===== config.mk =====
export PLATFORM = sky130hd
export DESIGN_NAME = wrs_core
export DESIGN_NICKNAME = d
export VERILOG_FILES = /design/src/design/wrs_pkg.sv /design/src/design/wrs_sp_if.sv /design/src/design/wrs_core.sv /design/src/design/wrs_sp_step.sv
export SDC_FILE = /design/constraint.sdc
export NUM_CORES = 1
export LEC_CHECK = 0
export BUFFER_PORTS_ARGS = -buffer_cell sky130_fd_sc_hd__buf_2
export CORE_ASPECT_RATIO = 0.5
export CORE_UTILIZATION = 45
export CTS_CLUSTER_DIAMETER = 60
export DETAILED_ROUTE_END_ITERATION = 16
export PLACE_DENSITY_LB_ADDON = 0.25
export SLEW_MARGIN = 20
export SYNTH_ARGS = -nofsm -noshare
export SYNTH_HDL_FRONTEND = slang
export SYNTH_HIERARCHICAL = 1
export SYNTH_SLANG_ARGS = --single-unit

===== constraint.sdc =====
create_clock -name core_clk -period 3.1 [get_ports core_clk]
set_input_delay 0.62 -clock core_clk [delete_from_list [all_inputs] [get_ports core_clk]]
set_output_delay 0.62 -clock core_clk [all_outputs]
set_load 0.02 [all_outputs]

===== src/design/wrs_pkg.sv =====
package wrs_pkg;
  // register map of this block
  localparam logic [7:0] WRS_SLICE_PTR_A_OFS = 8'hD6;
  localparam logic [7:0] WRS_SLICE_PTR_B_OFS = 8'hD7;
  localparam logic [7:0] WRS_STACK_PTR_HI_OFS = 8'hD8;
  localparam logic [7:0] WRS_STACK_PTR_LO_OFS = 8'hD9;
  // reset values: slice pointers aim at the common area
  localparam logic [7:0] WRS_SLICE_PTR_A_RST = 8'hC0;
  localparam logic [7:0] WRS_SLICE_PTR_B_RST = 8'hC8;
  // operand decode fields
  localparam logic [3:0] WRS_WORK8_TAG = 4'hC;
  localparam int WRS_SEL_BIT = 3;
  // upper quarter of set 1 (C0H-FFH), steered to set 2 on indirect access
  localparam logic [1:0] WRS_UPPER_SET1_TAG = 2'h3;
  // stack frame sizes in bytes
  localparam logic [2:0] WRS_CALL_BYTES = 3'h2;
  localparam logic [2:0] WRS_INT_BYTES = 3'h3;
  // stack sequencer commands
  typedef enum logic [2:0] {
    WRS_CMD_NONE = 3'h0,
    WRS_CMD_PUSH = 3'h1,
    WRS_CMD_POP = 3'h2,
    WRS_CMD_CALL = 3'h3,
    WRS_CMD_RET = 3'h4,
    WRS_CMD_INT = 3'h5,
    WRS_CMD_INTERRUPT_RETURN = 3'h6
  } wrs_cmd_t;
  // sequencer states, one-hot
  typedef enum logic [3:0] {
    WRS_ST_IDLE = 4'h1,
    WRS_ST_PUSH = 4'h2,
    WRS_ST_POP = 4'h4,
    WRS_ST_DONE = 4'h8
  } wrs_state_t;
endpackage


===== src/design/wrs_sp_if.sv =====
`timescale 1ns/100ps
// stack pointer arithmetic request and answer
interface wrs_sp_if;
  logic [15:0] sp;
  logic dec;
  logic inc;
  logic [15:0] sp_nxt;
  modport core (output sp, output dec, output inc, input sp_nxt);
  modport alu (input sp, input dec, input inc, output sp_nxt);
endinterface


===== src/design/wrs_core.sv =====
// The plain strobed port was left to the implementer.
`timescale 1ns/100ps
//
// Contract
// - 4-bit operand msb picks slice pointer a (0) or b (1)
// - chosen pointer's upper five bits form address upper five bits
// - operand's lower three bits form address lower three bits
// - 8-bit operand with upper nibble 1100B decodes as working register
// - in 8-bit working mode bit 3 picks pointer, pointer gives upper five
// - pointer decremented before each push, incremented after each pop
// - call pushes program counter, return pops it back
// - interrupt pushes program counter and flags, interrupt return pops both
// - stack pointer high byte at D8H, low byte at D9H
// - stack pointer is not initialised by reset; here reset clears it to zero
// - low byte wrap carries or borrows into the high byte
// - indirect addresses C0H-FFH steer to the other register set
// - indirect mode takes any register or even pair as pointer
// - plain register mode uses the named register contents as operand
// - after reset slice pointers hold C0H and C8H
// - slice pointers are registers at D6H and D7H
// - register pairs start even, msb in even, lsb in odd
module wrs_core
  import wrs_pkg::*;
(
  input wire logic core_clk,
  input wire logic rst_n,
  // register port
  input wire logic [7:0] reg_addr,
  input wire logic [7:0] reg_wdata,
  input wire logic reg_wr,
  input wire logic reg_rd,
  output logic [7:0] reg_rdata,
  // operand address generation
  input wire logic [3:0] op4,
  output logic [7:0] op4_addr,
  input wire logic [7:0] op8,
  output logic [7:0] op8_addr,
  output logic op8_working,
  input wire logic [7:0] ind_ptr,
  input wire logic ind_pair,
  output logic [7:0] ind_addr,
  output logic ind_set2,
  output logic [7:0] pair_hi_addr,
  output logic [7:0] pair_lo_addr,
  // stack sequencer
  input wire logic [2:0] stk_cmd,
  input wire logic [7:0] stk_wbyte,
  input wire logic [15:0] pc_in,
  input wire logic [7:0] flags_in,
  input wire logic [7:0] mem_rdata,
  output logic stk_busy,
  output logic [7:0] mem_addr,
  output logic [7:0] mem_wdata,
  output logic mem_wr,
  output logic mem_rd,
  output logic [15:0] pc_out,
  output logic [7:0] flags_out,
  output logic [7:0] pop_byte,
  output logic stk_done
);
  typedef struct packed {
    logic [7:0] ptr_a;
    logic [7:0] ptr_b;
    logic [15:0] sp;
    wrs_state_t st;
    wrs_cmd_t cmd;
    logic [2:0] left;
    logic [7:0] rdata;
    logic [7:0] mem_addr;
    logic [7:0] mem_wdata;
    logic mem_wr;
    logic mem_rd;
    logic [15:0] pc;
    logic [7:0] flags;
    logic [7:0] pop_byte;
    logic done;
  } wrs_state_s_t;

  wrs_state_s_t s_r;
  wrs_state_s_t s_nxt;
  wrs_sp_if spi ();

  // shared working-register decode of a 4-bit field
  function automatic logic [7:0] wrs_work_addr(input logic [3:0] f,
                                                input logic [7:0] pa,
                                                input logic [7:0] pb);
    logic [7:0] p;
    p = f[WRS_SEL_BIT] ? pb : pa;
    return {p[7:3], f[2:0]};
  endfunction

  // address generation from live pointers, no extra latency
  always_comb begin
    op4_addr = wrs_work_addr(op4, s_r.ptr_a, s_r.ptr_b);
    op8_working = (op8[7:4] == WRS_WORK8_TAG);
    op8_addr = op8_working ? wrs_work_addr(op8[3:0], s_r.ptr_a, s_r.ptr_b) : op8;
    ind_addr = ind_pair ? {ind_ptr[7:1], 1'b0} : ind_ptr;
    ind_set2 = (ind_ptr[7:6] == WRS_UPPER_SET1_TAG);
    pair_hi_addr = {op8_addr[7:1], 1'b0};
    pair_lo_addr = {op8_addr[7:1], 1'b1};
  end

  wrs_sp_step u_step (
    .port_s(spi.alu)
  );

  // stack step requests: decrement before a push, increment after a pop
  assign spi.sp = s_r.sp;
  assign spi.dec = (s_r.st == WRS_ST_PUSH);
  assign spi.inc = (s_r.st == WRS_ST_POP);

  always_comb begin
    s_nxt = s_r;
    s_nxt.mem_wr = 1'b0;
    s_nxt.mem_rd = 1'b0;
    s_nxt.done = 1'b0;
    s_nxt.rdata = 8'h00;
    // register reads; unmapped offsets read zero
    if (reg_rd) begin
      case (reg_addr)
        WRS_SLICE_PTR_A_OFS: s_nxt.rdata = s_r.ptr_a;
        WRS_SLICE_PTR_B_OFS: s_nxt.rdata = s_r.ptr_b;
        WRS_STACK_PTR_HI_OFS: s_nxt.rdata = s_r.sp[15:8];
        WRS_STACK_PTR_LO_OFS: s_nxt.rdata = s_r.sp[7:0];
        default: s_nxt.rdata = 8'h00;
      endcase
    end
    case (s_r.st)
      WRS_ST_IDLE: begin
        // a new command is taken only while idle
        case (wrs_cmd_t'(stk_cmd))
          WRS_CMD_PUSH: begin
            s_nxt.cmd = WRS_CMD_PUSH;
            s_nxt.left = 3'h1;
            s_nxt.st = WRS_ST_PUSH;
          end
          WRS_CMD_CALL: begin
            s_nxt.cmd = WRS_CMD_CALL;
            s_nxt.left = WRS_CALL_BYTES;
            s_nxt.st = WRS_ST_PUSH;
          end
          WRS_CMD_INT: begin
            s_nxt.cmd = WRS_CMD_INT;
            s_nxt.left = WRS_INT_BYTES;
            s_nxt.st = WRS_ST_PUSH;
          end
          WRS_CMD_POP: begin
            s_nxt.cmd = WRS_CMD_POP;
            s_nxt.left = 3'h1;
            s_nxt.st = WRS_ST_POP;
          end
          WRS_CMD_RET: begin
            s_nxt.cmd = WRS_CMD_RET;
            s_nxt.left = WRS_CALL_BYTES;
            s_nxt.st = WRS_ST_POP;
          end
          WRS_CMD_INTERRUPT_RETURN: begin
            s_nxt.cmd = WRS_CMD_INTERRUPT_RETURN;
            s_nxt.left = WRS_INT_BYTES;
            s_nxt.st = WRS_ST_POP;
          end
          default: s_nxt.st = WRS_ST_IDLE;
        endcase
        if (wrs_cmd_t'(stk_cmd) != WRS_CMD_NONE) begin
          s_nxt.pc = pc_in;
          s_nxt.flags = flags_in;
        end
      end
      WRS_ST_PUSH: begin
        // write at the already-decremented address; order pc lo, pc hi, flags
        s_nxt.sp = spi.sp_nxt;
        s_nxt.mem_addr = spi.sp_nxt[7:0];
        s_nxt.mem_wr = 1'b1;
        case (s_r.left)
          3'h3: s_nxt.mem_wdata = s_r.pc[7:0];
          3'h2: s_nxt.mem_wdata = (s_r.cmd == WRS_CMD_INT) ? s_r.pc[15:8] : s_r.pc[7:0];
          3'h1: begin
            case (s_r.cmd)
              WRS_CMD_INT: s_nxt.mem_wdata = s_r.flags;
              WRS_CMD_CALL: s_nxt.mem_wdata = s_r.pc[15:8];
              default: s_nxt.mem_wdata = stk_wbyte;
            endcase
          end
          default: s_nxt.mem_wdata = 8'h00;
        endcase
        s_nxt.left = s_r.left - 3'h1;
        s_nxt.st = (s_r.left == 3'h1) ? WRS_ST_DONE : WRS_ST_PUSH;
      end
      WRS_ST_POP: begin
        // read the top, then step up; data lands next cycle
        s_nxt.mem_addr = s_r.sp[7:0];
        s_nxt.mem_rd = 1'b1;
        s_nxt.sp = spi.sp_nxt;
        s_nxt.st = WRS_ST_DONE;
      end
      WRS_ST_DONE: begin
        // collect previous pop byte; pop order mirrors push order
        if (s_r.mem_rd) begin
          case (s_r.cmd)
            WRS_CMD_INTERRUPT_RETURN: begin
              case (s_r.left)
                3'h3: s_nxt.flags = mem_rdata;
                3'h2: s_nxt.pc[15:8] = mem_rdata;
                default: s_nxt.pc[7:0] = mem_rdata;
              endcase
            end
            WRS_CMD_RET: begin
              if (s_r.left == 3'h2) begin
                s_nxt.pc[15:8] = mem_rdata;
              end else begin
                s_nxt.pc[7:0] = mem_rdata;
              end
            end
            default: s_nxt.pop_byte = mem_rdata;
          endcase
          s_nxt.left = s_r.left - 3'h1;
          s_nxt.st = (s_r.left == 3'h1) ? WRS_ST_IDLE : WRS_ST_POP;
          s_nxt.done = (s_r.left == 3'h1);
        end else begin
          s_nxt.st = WRS_ST_IDLE;
          s_nxt.done = 1'b1;
        end
      end
      default: s_nxt.st = WRS_ST_IDLE;
    endcase
    // software writes win over the sequencer in every state, busy or idle
    if (reg_wr) begin
      case (reg_addr)
        WRS_SLICE_PTR_A_OFS: s_nxt.ptr_a = reg_wdata;
        WRS_SLICE_PTR_B_OFS: s_nxt.ptr_b = reg_wdata;
        WRS_STACK_PTR_HI_OFS: s_nxt.sp[15:8] = reg_wdata;
        WRS_STACK_PTR_LO_OFS: s_nxt.sp[7:0] = reg_wdata;
        default: s_nxt.ptr_a = s_nxt.ptr_a;
      endcase
    end
  end

  // sp has no meaningful reset value; it is cleared only to keep x out
  always_ff @(posedge core_clk or negedge rst_n) begin
    if (!rst_n) begin
      s_r <= '0;
      s_r.ptr_a <= WRS_SLICE_PTR_A_RST;
      s_r.ptr_b <= WRS_SLICE_PTR_B_RST;
      s_r.st <= WRS_ST_IDLE;
      s_r.cmd <= WRS_CMD_NONE;
    end else begin
      s_r <= s_nxt;
    end
  end

  assign reg_rdata = s_r.rdata;
  assign stk_busy = (s_r.st != WRS_ST_IDLE);
  assign mem_addr = s_r.mem_addr;
  assign mem_wdata = s_r.mem_wdata;
  assign mem_wr = s_r.mem_wr;
  assign mem_rd = s_r.mem_rd;
  assign pc_out = s_r.pc;
  assign flags_out = s_r.flags;
  assign pop_byte = s_r.pop_byte;
  assign stk_done = s_r.done;

  // operand address checks
  chk_work4_decode: assert property (@(posedge core_clk) disable iff (!rst_n)
    op4_addr == {(op4[3] ? s_r.ptr_b[7:3] : s_r.ptr_a[7:3]), op4[2:0]})
    else $error("working 4-bit address wrong");
  chk_work8_decode: assert property (@(posedge core_clk) disable iff (!rst_n)
    (op8[7:4] == 4'hC) |-> op8_addr == op4_addr || op4 != op8[3:0])
    else $error("working 8-bit address wrong");
  chk_plain_pass: assert property (@(posedge core_clk) disable iff (!rst_n)
    (op8[7:4] != 4'hC) |-> op8_addr == op8)
    else $error("plain register address changed");
  chk_ind_steer: assert property (@(posedge core_clk) disable iff (!rst_n)
    ind_set2 == (ind_ptr >= 8'hC0))
    else $error("indirect steer wrong");
  chk_ind_pair: assert property (@(posedge core_clk) disable iff (!rst_n)
    ind_addr == (ind_pair ? {ind_ptr[7:1], 1'b0} : ind_ptr))
    else $error("indirect pointer address wrong");
  chk_pair_even: assert property (@(posedge core_clk) disable iff (!rst_n)
    !pair_hi_addr[0] && pair_lo_addr == {pair_hi_addr[7:1], 1'b1})
    else $error("register pair not even then odd");
  chk_work_live: assert property (@(posedge core_clk) disable iff (!rst_n)
    ($changed(s_r.ptr_a) && !op4[3]) |-> op4_addr[7:3] == s_r.ptr_a[7:3])
    else $error("working address lags pointer");
  // register port checks; a read answers in the following cycle
  chk_ptr_reset: assert property (@(posedge core_clk) disable iff (!rst_n)
    $rose(rst_n) |-> s_r.ptr_a == WRS_SLICE_PTR_A_RST && s_r.ptr_b == WRS_SLICE_PTR_B_RST)
    else $error("slice pointers not at reset values");
  chk_reg_read: assert property (@(posedge core_clk) disable iff (!rst_n)
    (reg_rd && reg_addr == 8'hD6 && !$past(reg_wr)) |=> reg_rdata == $past(s_r.ptr_a))
    else $error("slice pointer read wrong");
  chk_ptr_write: assert property (@(posedge core_clk) disable iff (!rst_n)
    (reg_wr && reg_addr == WRS_SLICE_PTR_A_OFS) |=> s_r.ptr_a == $past(reg_wdata))
    else $error("slice pointer write lost");
  chk_unmapped_zero: assert property (@(posedge core_clk) disable iff (!rst_n)
    (reg_rd && (reg_addr < 8'hD6 || reg_addr > 8'hD9)) |=> reg_rdata == 8'h00)
    else $error("unmapped read not zero");
  chk_sp_read_hi: assert property (@(posedge core_clk) disable iff (!rst_n)
    (reg_rd && reg_addr == WRS_STACK_PTR_HI_OFS) |=> reg_rdata == $past(s_r.sp[15:8]))
    else $error("stack pointer high read wrong");
  chk_sp_read_lo: assert property (@(posedge core_clk) disable iff (!rst_n)
    (reg_rd && reg_addr == WRS_STACK_PTR_LO_OFS) |=> reg_rdata == $past(s_r.sp[7:0]))
    else $error("stack pointer low read wrong");
  // stack checks; a software write to the pointer mid-frame would upset the counts
  chk_push_pre_dec: assert property (@(posedge core_clk) disable iff (!rst_n)
    mem_wr |-> {8'h00, mem_addr} == {8'h00, s_r.sp[7:0]})
    else $error("push not at decremented pointer");
  chk_pop_top: assert property (@(posedge core_clk) disable iff (!rst_n)
    mem_rd |-> mem_addr == $past(s_r.sp[7:0]))
    else $error("pop not at top of stack");
  chk_pop_post_inc: assert property (@(posedge core_clk) disable iff (!rst_n)
    mem_rd |-> s_r.sp == $past(s_r.sp) + 16'h0001)
    else $error("pop did not step pointer");
  chk_push_borrow: assert property (@(posedge core_clk) disable iff (!rst_n)
    (spi.dec && s_r.sp[7:0] == 8'h00 && !reg_wr) |=>
    s_r.sp[15:8] == $past(s_r.sp[15:8]) - 8'h01)
    else $error("push did not borrow from high byte");
  chk_pop_carry: assert property (@(posedge core_clk) disable iff (!rst_n)
    (spi.inc && s_r.sp[7:0] == 8'hFF && !reg_wr) |=>
    s_r.sp[15:8] == $past(s_r.sp[15:8]) + 8'h01)
    else $error("pop did not carry into high byte");
  chk_call_two: assert property (@(posedge core_clk) disable iff (!rst_n)
    (s_r.st == WRS_ST_IDLE && stk_cmd == 3'h3 && !reg_wr) |=>
    ##2 s_r.sp == $past(s_r.sp, 3) - 16'h0002)
    else $error("call frame not two bytes");
  chk_ret_two: assert property (@(posedge core_clk) disable iff (!rst_n)
    (s_r.st == WRS_ST_IDLE && stk_cmd == 3'h4 && !reg_wr) |=>
    ##3 s_r.sp == $past(s_r.sp, 4) + 16'h0002)
    else $error("return frame not two bytes");
  chk_int_three: assert property (@(posedge core_clk) disable iff (!rst_n)
    (s_r.st == WRS_ST_IDLE && stk_cmd == 3'h5 && !reg_wr) |=>
    ##3 s_r.sp == $past(s_r.sp, 4) - 16'h0003)
    else $error("interrupt frame not three bytes");
  chk_interrupt_return_three: assert property (@(posedge core_clk) disable iff (!rst_n)
    (s_r.st == WRS_ST_IDLE && stk_cmd == 3'h6 && !reg_wr) |=>
    ##5 s_r.sp == $past(s_r.sp, 6) + 16'h0003)
    else $error("interrupt return frame not three bytes");
  chk_done_idle: assert property (@(posedge core_clk) disable iff (!rst_n)
    stk_done |-> !stk_busy)
    else $error("done pulse while busy");
  // main scenarios
  cov_call: cover property (@(posedge core_clk) disable iff (!rst_n)
    stk_cmd == 3'h3 ##[1:8] stk_done);
  cov_interrupt_return: cover property (@(posedge core_clk) disable iff (!rst_n)
    stk_cmd == 3'h6 ##[1:12] stk_done);
  cov_work8: cover property (@(posedge core_clk) disable iff (!rst_n) op8_working && op8[3]);
  cov_push_borrow: cover property (@(posedge core_clk) disable iff (!rst_n)
    spi.dec && s_r.sp[7:0] == 8'h00);
  cov_ind_steer: cover property (@(posedge core_clk) disable iff (!rst_n) ind_set2);
endmodule


===== src/design/wrs_sp_step.sv =====
`timescale 1ns/100ps
// sixteen-bit step so low-byte wrap carries into the high byte
module wrs_sp_step
  import wrs_pkg::*;
(
  wrs_sp_if.alu port_s
);
  always_comb begin
    if (port_s.dec) begin
      port_s.sp_nxt = port_s.sp - 16'h0001;
    end else if (port_s.inc) begin
      port_s.sp_nxt = port_s.sp + 16'h0001;
    end else begin
      port_s.sp_nxt = port_s.sp;
    end
  end
endmodule


==> flow_summary.json, run 1 <==
{
  "setup_viol": 0,
  "root_buffer": "clkbuf_16",
  "seq_power_share": 0.373,
  "synthTopCellsByArea": "dfrtp_1, buf_4, mux2_2",
  "rsz0062_at_grt": "no",
  "grt_pass1_wl_mm": 25.30,
  "yosysTopAreaCellShare": 0.3754,
  "gp_congestion": 0.8532,
  "synth_edf_count": 0,
  "clk_pin_slew_ns": 0.07,
  "grt_pass1_vias": 4806,
  "start_kind": "register",
  "clk_path_buf_depth": 2,
  "routed_via_density": 5.467,
  "period_share": 0.8431,
  "die_area_sq_mm": 0.01458,
  "antenna_found_initial": 0,
  "hpwl_mm": 11.60,
  "cts_inserted_buffers": 9,
  "synth_area_sq_mm": 0.006332,
  "p_switching_w": 0.002604,
  "ys_seq_area_frac": 0.4003,
  "start_util": 0.4647,
  "fin_crit_ns": 2.614,
  "wire_per_inst_microns": 16.90,
  "crit_required_ns": 3.36,
  "setup-tns-final_ns": 0,
  "r2r_cells": 8,
  "fin_worst_skew_ns": 0.007886,
  "clockPowerShare": 0.207,
  "yosysTopAreaCell": "dfrtp_1",
  "drt_iter0_markers": 318,
  "postRouteAntennaNets": 0,
  "die_h_microns": 85.88,
  "cts_tree": "yes",
  "hold_slack_ns": 0.1741,
  "synth_seq_cells": 101,
  "async_flop_share": 1.000,
  "core_sq_mm": 0.01363,
  "drc": 0,
  "combPwrFrac": 0.421,
  "grt_max_degree": 47,
  "grt-ovfl-total": 0,
  "final_max_slew_viol_count": 0,
  "drt-total-wl_mm": 15.40,
  "postCtsHoldBufs": 0,
  "cts.sinks": 101,
  "io_pins": 186,
  "outcome": "finished clean",
  "track_usage": 0.2205,
  "fin_nets": 804,
  "post-cts-setup-buffers": 0,
  "netlist_top_cells_count": "dfrtp_1, buf_4, nand2_1",
  "synth_area_per_cell_sq_um": 9.653,
  "arrival_ns": 2.87,
  "synth_nets": 746,
  "slew_headroom": 0.3934,
  "cts_max_level": 3,
  "synth_cell_type_count": 61,
  "synth_flop_cell": "dfrtp_1",
  "num_antenna_cells": 0,
  "area_growth_pct": 10.08,
  "fmax_mhz": 382.6,
  "internal-power_w": 0.003491,
  "first_pass_iters": 4,
  "yosys_warnings": 6,
  "cts_resized": 0,
  "insertion_delay_ns": 0.35,
  "powerDensity_mw_per_mm2": 874.4,
  "hp-class": "input port to asynchronous set/reset pin",
  "vias": 4980,
  "rows": 30,
  "port_buffers": 157,
  "ir_drop_mv": 0.3345,
  "cap_violations": 0,
  "power_w": 0.006095,
  "yosysMostFrequentCell": "dfrtp_1",
  "drive_gt1_frac": 0.3255,
  "tightest_slew_ns": 0.9069,
  "cp_max_fo": 21,
  "switching_share": 0.4272,
  "crit_path_end_kind": "register",
  "power.leakage_nw": 3.396,
  "crit_type": "register to register",
  "utilization": 0.5116,
  "finalHoldViolations": 0,
  "die_w_microns": 169.8,
  "netlist_instances": 656
}
==> power by group through the flow <==
stage | registers [W] | logic, W | clock network, W
2_1_floorplan | 0.00208 | 0.00239 | 0
3_3_place_gp | 0.00228 | 0.00252 | 0
3_5_place_dp | 0.00229 | 0.00256 | 0
4_1_cts | 0.00227 | 0.00257 | 0.00128
5_1_grt | 0.00235 | 0.00285 | 0.00134
6_report | 0.00227 | 0.00256 | 0.00126
==> registers in the layout, indices dropped and copies added, names as in the netlist <==
signal / count
mem_wdata: 8
mem_rd: 1
pc_out: 16
mem_wr: 1
spi.sp: 16
stk_done: 1
reg_rdata: 8
pop_byte: 8
s_r: 26
flags_out: 8
mem_addr: 8
==> critical path: stages (launching register included) <==
cell and delay, ns:
dfrtp_1 0.53, or4b_1 0.52, inv_2 0.31, nor4b_4 0.37, nand4_1 0.18, a21oi_1 0.22
xor2_1 0.16, mux2i_1 0.08, o21ai_0 0.16
==> layer usage <==
metal  global-route usage  vias up  part of all wire
li1                     -     2405                 -
met5                    0        -                 0
met2               0.3558      146              0.46
met4              0.04996        0            0.0091
met3              0.03876       16             0.048
met1               0.3101     2413              0.48
==> placed cells by master (no fill, tap or decap), types with 11 or more instances in the layout <==
| cell | n |
|---|---|
| nor2_1 | 39 |
| mux2_2 | 30 |
| nand2_1 | 65 |
| a22oi_1 | 32 |
| a211oi_1 | 11 |
| a221oi_1 | 17 |
| dfrtp_1 | 95 |
| buf_2 | 156 |
| a21oi_1 | 48 |
| o21ai_0 | 30 |
| o21ai_1 | 11 |
| mux2i_1 | 31 |
==> path summary, 6_finish.rpt <==
kind | from | endpoint | slack [ns]
setup / recovery | s_r[66]$_DFF_PN0_ | spi.sp[13]$_DFF_PN0_ | 0.49
hold / removal | rst_n | mem_wdata[4]$_DFFE_PN0P_ | 0.17
setup reg to reg | s_r[66]$_DFF_PN0_ | spi.sp[13]$_DFF_PN0_ | 0.49
hold reg to reg | mem_wdata[1]$_DFFE_PN0P_ | mem_wdata[1]$_DFFE_PN0P_ | 0.49
max in group asynchronous | rst_n | s_r[65]$_DFF_PN1_ | 2.15
min in group core_clk | mem_wdata[1]$_DFFE_PN0P_ | mem_wdata[1]$_DFFE_PN0P_ | 0.49
==> final cells by class <==
type	count	area, sq um
multi-input cells	424	2943
clock inverters	4	78.83
flip-flops and latches	101	2535
repair buffers	167	875.8
well taps	192	240.2
fillers	1282	6655
inverters	11	41.29
clock buffers	12	256.5
==> per-stage QoR <==
step                setup WS (ns)  cells  area, sq um
finish                     0.4865    911         6970
global route               0.2663    911         6970
CTS                        0.5023    911         6970
detailed placement         0.5370    895         6635
global placement           0.5877    895         6635
floorplan                  0.5330    656         6332
==> cell families after synthesis <==
| kind of cell | Yosys count | synth area share |
|---|---|---|
| adders and majority gates | 6 | 0.01186 |
| buffers and inverters | 131 | 0.1363 |
| DFF | 101 | 0.4003 |
| and+or+nand+nor | 159 | 0.1352 |
| AOI/OAI and AO/OA | 179 | 0.1893 |
| other | 2 | 0.001186 |
| xor gates and xnor gates | 17 | 0.02351 |
| muxes | 61 | 0.1024 |
No activity file was read; power rests on OpenSTA's default activity.
==> inputs of run 2 (changes only) <==
--- a/config.mk
+++ b/config.mk
@@ -5,6 +5,7 @@
 export SDC_FILE = /design/constraint.sdc
 export NUM_CORES = 1
 export LEC_CHECK = 0
+export ABC_AREA = 1
 export BUFFER_PORTS_ARGS = -buffer_cell sky130_fd_sc_hd__buf_2
 export CORE_ASPECT_RATIO = 0.5
 export CORE_UTILIZATION = 45
==> constraint.sdc (replaced) <==
create_clock -name core_clk -period 2.6 [get_ports core_clk]
set_input_delay 0.52 -clock core_clk [delete_from_list [all_inputs] [get_ports core_clk]]
set_output_delay 0.52 -clock core_clk [all_outputs]
set_load 0.02 [all_outputs]
==> run 2 against run 1 <==
Core utilization shrank 0.86 points. Largest cell class unchanged. Critical endpoint is now op8_addr[7]. Largest power group unchanged. Cell count grew 44%. Worst setup slack lost 0.12 ns. Clock power grew 9%. Routed wire length grew 24%. Via count grew 35%. Global-route usage grew 2.0 points. Area after synthesis grew 13%.
==> flow_summary.json, run 2 <==
{
  "drt-total-wl_mm": 19.10,
  "fin_nets": 1197,
  "slew_headroom": 0.6051,
  "synth_nets": 1131,
  "grt_pass1_wl_mm": 31.84,
  "cts.sinks": 101,
  "grt_max_degree": 43,
  "seq_power_share": 0.352,
  "netlist_instances": 1041,
  "crit_required_ns": 2.08,
  "port_buffers": 157,
  "grt-ovfl-total": 0,
  "synth_cell_type_count": 42,
  "top_register": "s_r",
  "root_buffer": "clkbuf_16",
  "tightest_slew_ns": 0.5916,
  "yosysTopAreaCellShare": 0.3319,
  "mostFrequentLayoutCells": "nand2_1, buf_2, nand3_1, inv_1, dfrtp_1",
  "setup-tns-final_ns": 0,
  "p_switching_w": 0.003750,
  "hpwl_mm": 14.29,
  "powerDensity_mw_per_mm2": 992.8,
  "io_pins": 186,
  "track_usage": 0.2409,
  "num_antenna_cells": 0,
  "yosysTopAreaCell": "dfrtp_1",
  "fmax_mhz": 447.2,
  "synth_seq_cells": 101,
  "nFillCells": 1586,
  "yosys_warnings": 6,
  "r2r_end": "spi.sp[13]$_DFF_PN0_",
  "antenna_found_initial": 0,
  "cts_tree": "yes",
  "insertion_delay_ns": 0.36,
  "rsz0062_at_grt": "no",
  "clk_pin_slew_ns": 0.08,
  "die_w_microns": 180.4,
  "synth_area_sq_mm": 0.007163,
  "arrival_ns": 1.72,
  "die_h_microns": 91.22,
  "crit_type": "register to output port",
  "postCtsHoldBufs": 0,
  "combPwrFrac": 0.471,
  "die_area_sq_mm": 0.01646,
  "synth_edf_count": 0,
  "ys_seq_area_frac": 0.3539,
  "outcome": "finished clean",
  "vias": 6736,
  "hold_slack_ns": 0.1487,
  "synthTopCellsByArea": "dfrtp_1, nand2_1, buf_4",
  "clockPowerShare": 0.177,
  "r2r_start": "s_r[65]$_DFF_PN1_",
  "gp_congestion": 0.9158,
  "setup_viol": 0,
  "cts_resized": 0,
  "first_pass_iters": 5,
  "r2r_cells": 14,
  "async_flop_share": 1.000,
  "crit_path_end_kind": "output port",
  "start_kind": "register",
  "area_growth_pct": 8.803,
  "netlist_top_cells_count": "nand2_1, nand3_1, inv_1",
  "cts_max_level": 3,
  "core_sq_mm": 0.01549,
  "ir_drop_mv": 0.3624,
  "post-cts-setup-buffers": 0,
  "postRouteAntennaNets": 0,
  "switching_share": 0.4846,
  "drive_gt1_frac": 0.2302,
  "grt_pass1_vias": 6341,
  "rows": 32,
  "start_util": 0.4623,
  "cts_inserted_buffers": 9,
  "synth_flop_cell": "dfrtp_1",
  "power.leakage_nw": 4.347,
  "drt_iter0_markers": 478,
  "yosysMostFrequentCell": "nand2_1",
  "fin_worst_skew_ns": 0.01202,
  "fin_crit_ns": 2.236,
  "cap_violations": 0,
  "wire_per_inst_microns": 14.52,
  "clk_path_buf_depth": 2,
  "hp-class": "input port to asynchronous set/reset pin",
  "synth_area_per_cell_sq_um": 6.881,
  "period_share": 0.8601,
  "largest_register_ffs": 26,
  "r2r_setup_slack_ns": 0.40,
  "final_max_slew_viol_count": 0,
  "cp_max_fo": 3,
  "internal-power_w": 0.003988,
  "finalHoldViolations": 0,
  "layout_commonest_cell": "nand2_1",
  "routed_via_density": 5.119,
  "drc": 0
}
run 2: cell types whose count changed after synthesis, moves of 28 or more:
| cell | delta |
|---|---|
| a22oi_1 | -32 |
| nor2_1 | +28 |
| inv_1 | +91 |
| nand2_1 | +285 |
| a21oi_1 | -43 |
| nand3_1 | +112 |
| mux2i_1 | -31 |
| mux2_2 | -29 |
run 2: worst max path at each step:
stage          cells past startpoint  slack (ns)                 start              endpoint
2_1_floorplan                      5        0.37                op8[3]       pair_hi_addr[6]
3_3_place_gp                       6        0.51                op8[3]           op8_addr[7]
3_5_place_dp                      14        0.43     s_r[65]$_DFF_PN1_  spi.sp[13]$_DFF_PN0_
4_1_cts                            5        0.31  s_r[100]$_DFFE_PN1P_           op8_addr[7]
5_1_grt                           14        0.06     s_r[66]$_DFF_PN0_  spi.sp[12]$_DFF_PN0_
6_report                           5        0.36  s_r[100]$_DFFE_PN1P_           op8_addr[7]
run 2: metal layers:
metal	global-route usage	share of wire	wire length, microns	up-vias
met4	0.05556	0.012	233	0
met2	0.4067	0.46	8722	273
li1	-	-	-	3340
met3	0.04172	0.073	1399	29
met1	0.3229	0.46	8748	3094
met5	0	0	0	-
run 2: cell families after synthesis:
group	synth area share
xor gates and xnor gates	0.006113
adders and majority gates	0.01048
DFF	0.3539
other	0.001048
buffers and inverters	0.1741
AOI/OAI and AO/OA	0.09275
muxes	0.001572
and+or+nand+nor	0.3600
run 2: stage by stage:
step / cells / total power, W / instance area, sq um / utilization / setup WS [ns]
CTS: 1316 / 0.007775 / 7794 / 0.5030 / 0.3106
global placement: 1300 / 0.006318 / 7501 / 0.4841 / 0.5106
detailed placement: 1300 / 0.006389 / 7501 / 0.4841 / 0.4306
floorplan: 1041 / 0.005765 / 7163 / - / 0.3682
finish: 1316 / 0.007738 / 7794 / 0.5030 / 0.3638
global route: 1316 / 0.008412 / 7794 / 0.5030 / 0.05602
run 2: layout make-up:
cell class / instances / area (sq um) / share of cell area
flip-flops and latches: 101 / 2535 / 0.3253
clock inverters: 7 / 67.56 / 0.008669
inverters: 111 / 416.7 / 0.05346
multi-input cells: 712 / 3381 / 0.4338
clock buffers: 9 / 225.2 / 0.02890
well taps: 204 / 255.2 / 0.03275
repair buffers: 172 / 913.4 / 0.1172
run 2: power by group through the flow:
| stage | Combinational (W) | Clock (W) | Sequential, W |
|---|---|---|---|
| finish | 0.00364 | 0.00137 | 0.00273 |
| global route | 0.00415 | 0.00145 | 0.00281 |
| CTS | 0.00365 | 0.00140 | 0.00273 |
| detailed placement | 0.00363 | 0 | 0.00276 |
| global placement | 0.00357 | 0 | 0.00274 |
| floorplan | 0.00327 | 0 | 0.00250 |
run 2: worst max-delay path: stages (launching register included):
cell and delay (ns):
dfstp_2 0.55, inv_1 0.06, nand2_1 0.05, o21ai_0 0.07, a21boi_0 0.38, buf_2 0.25
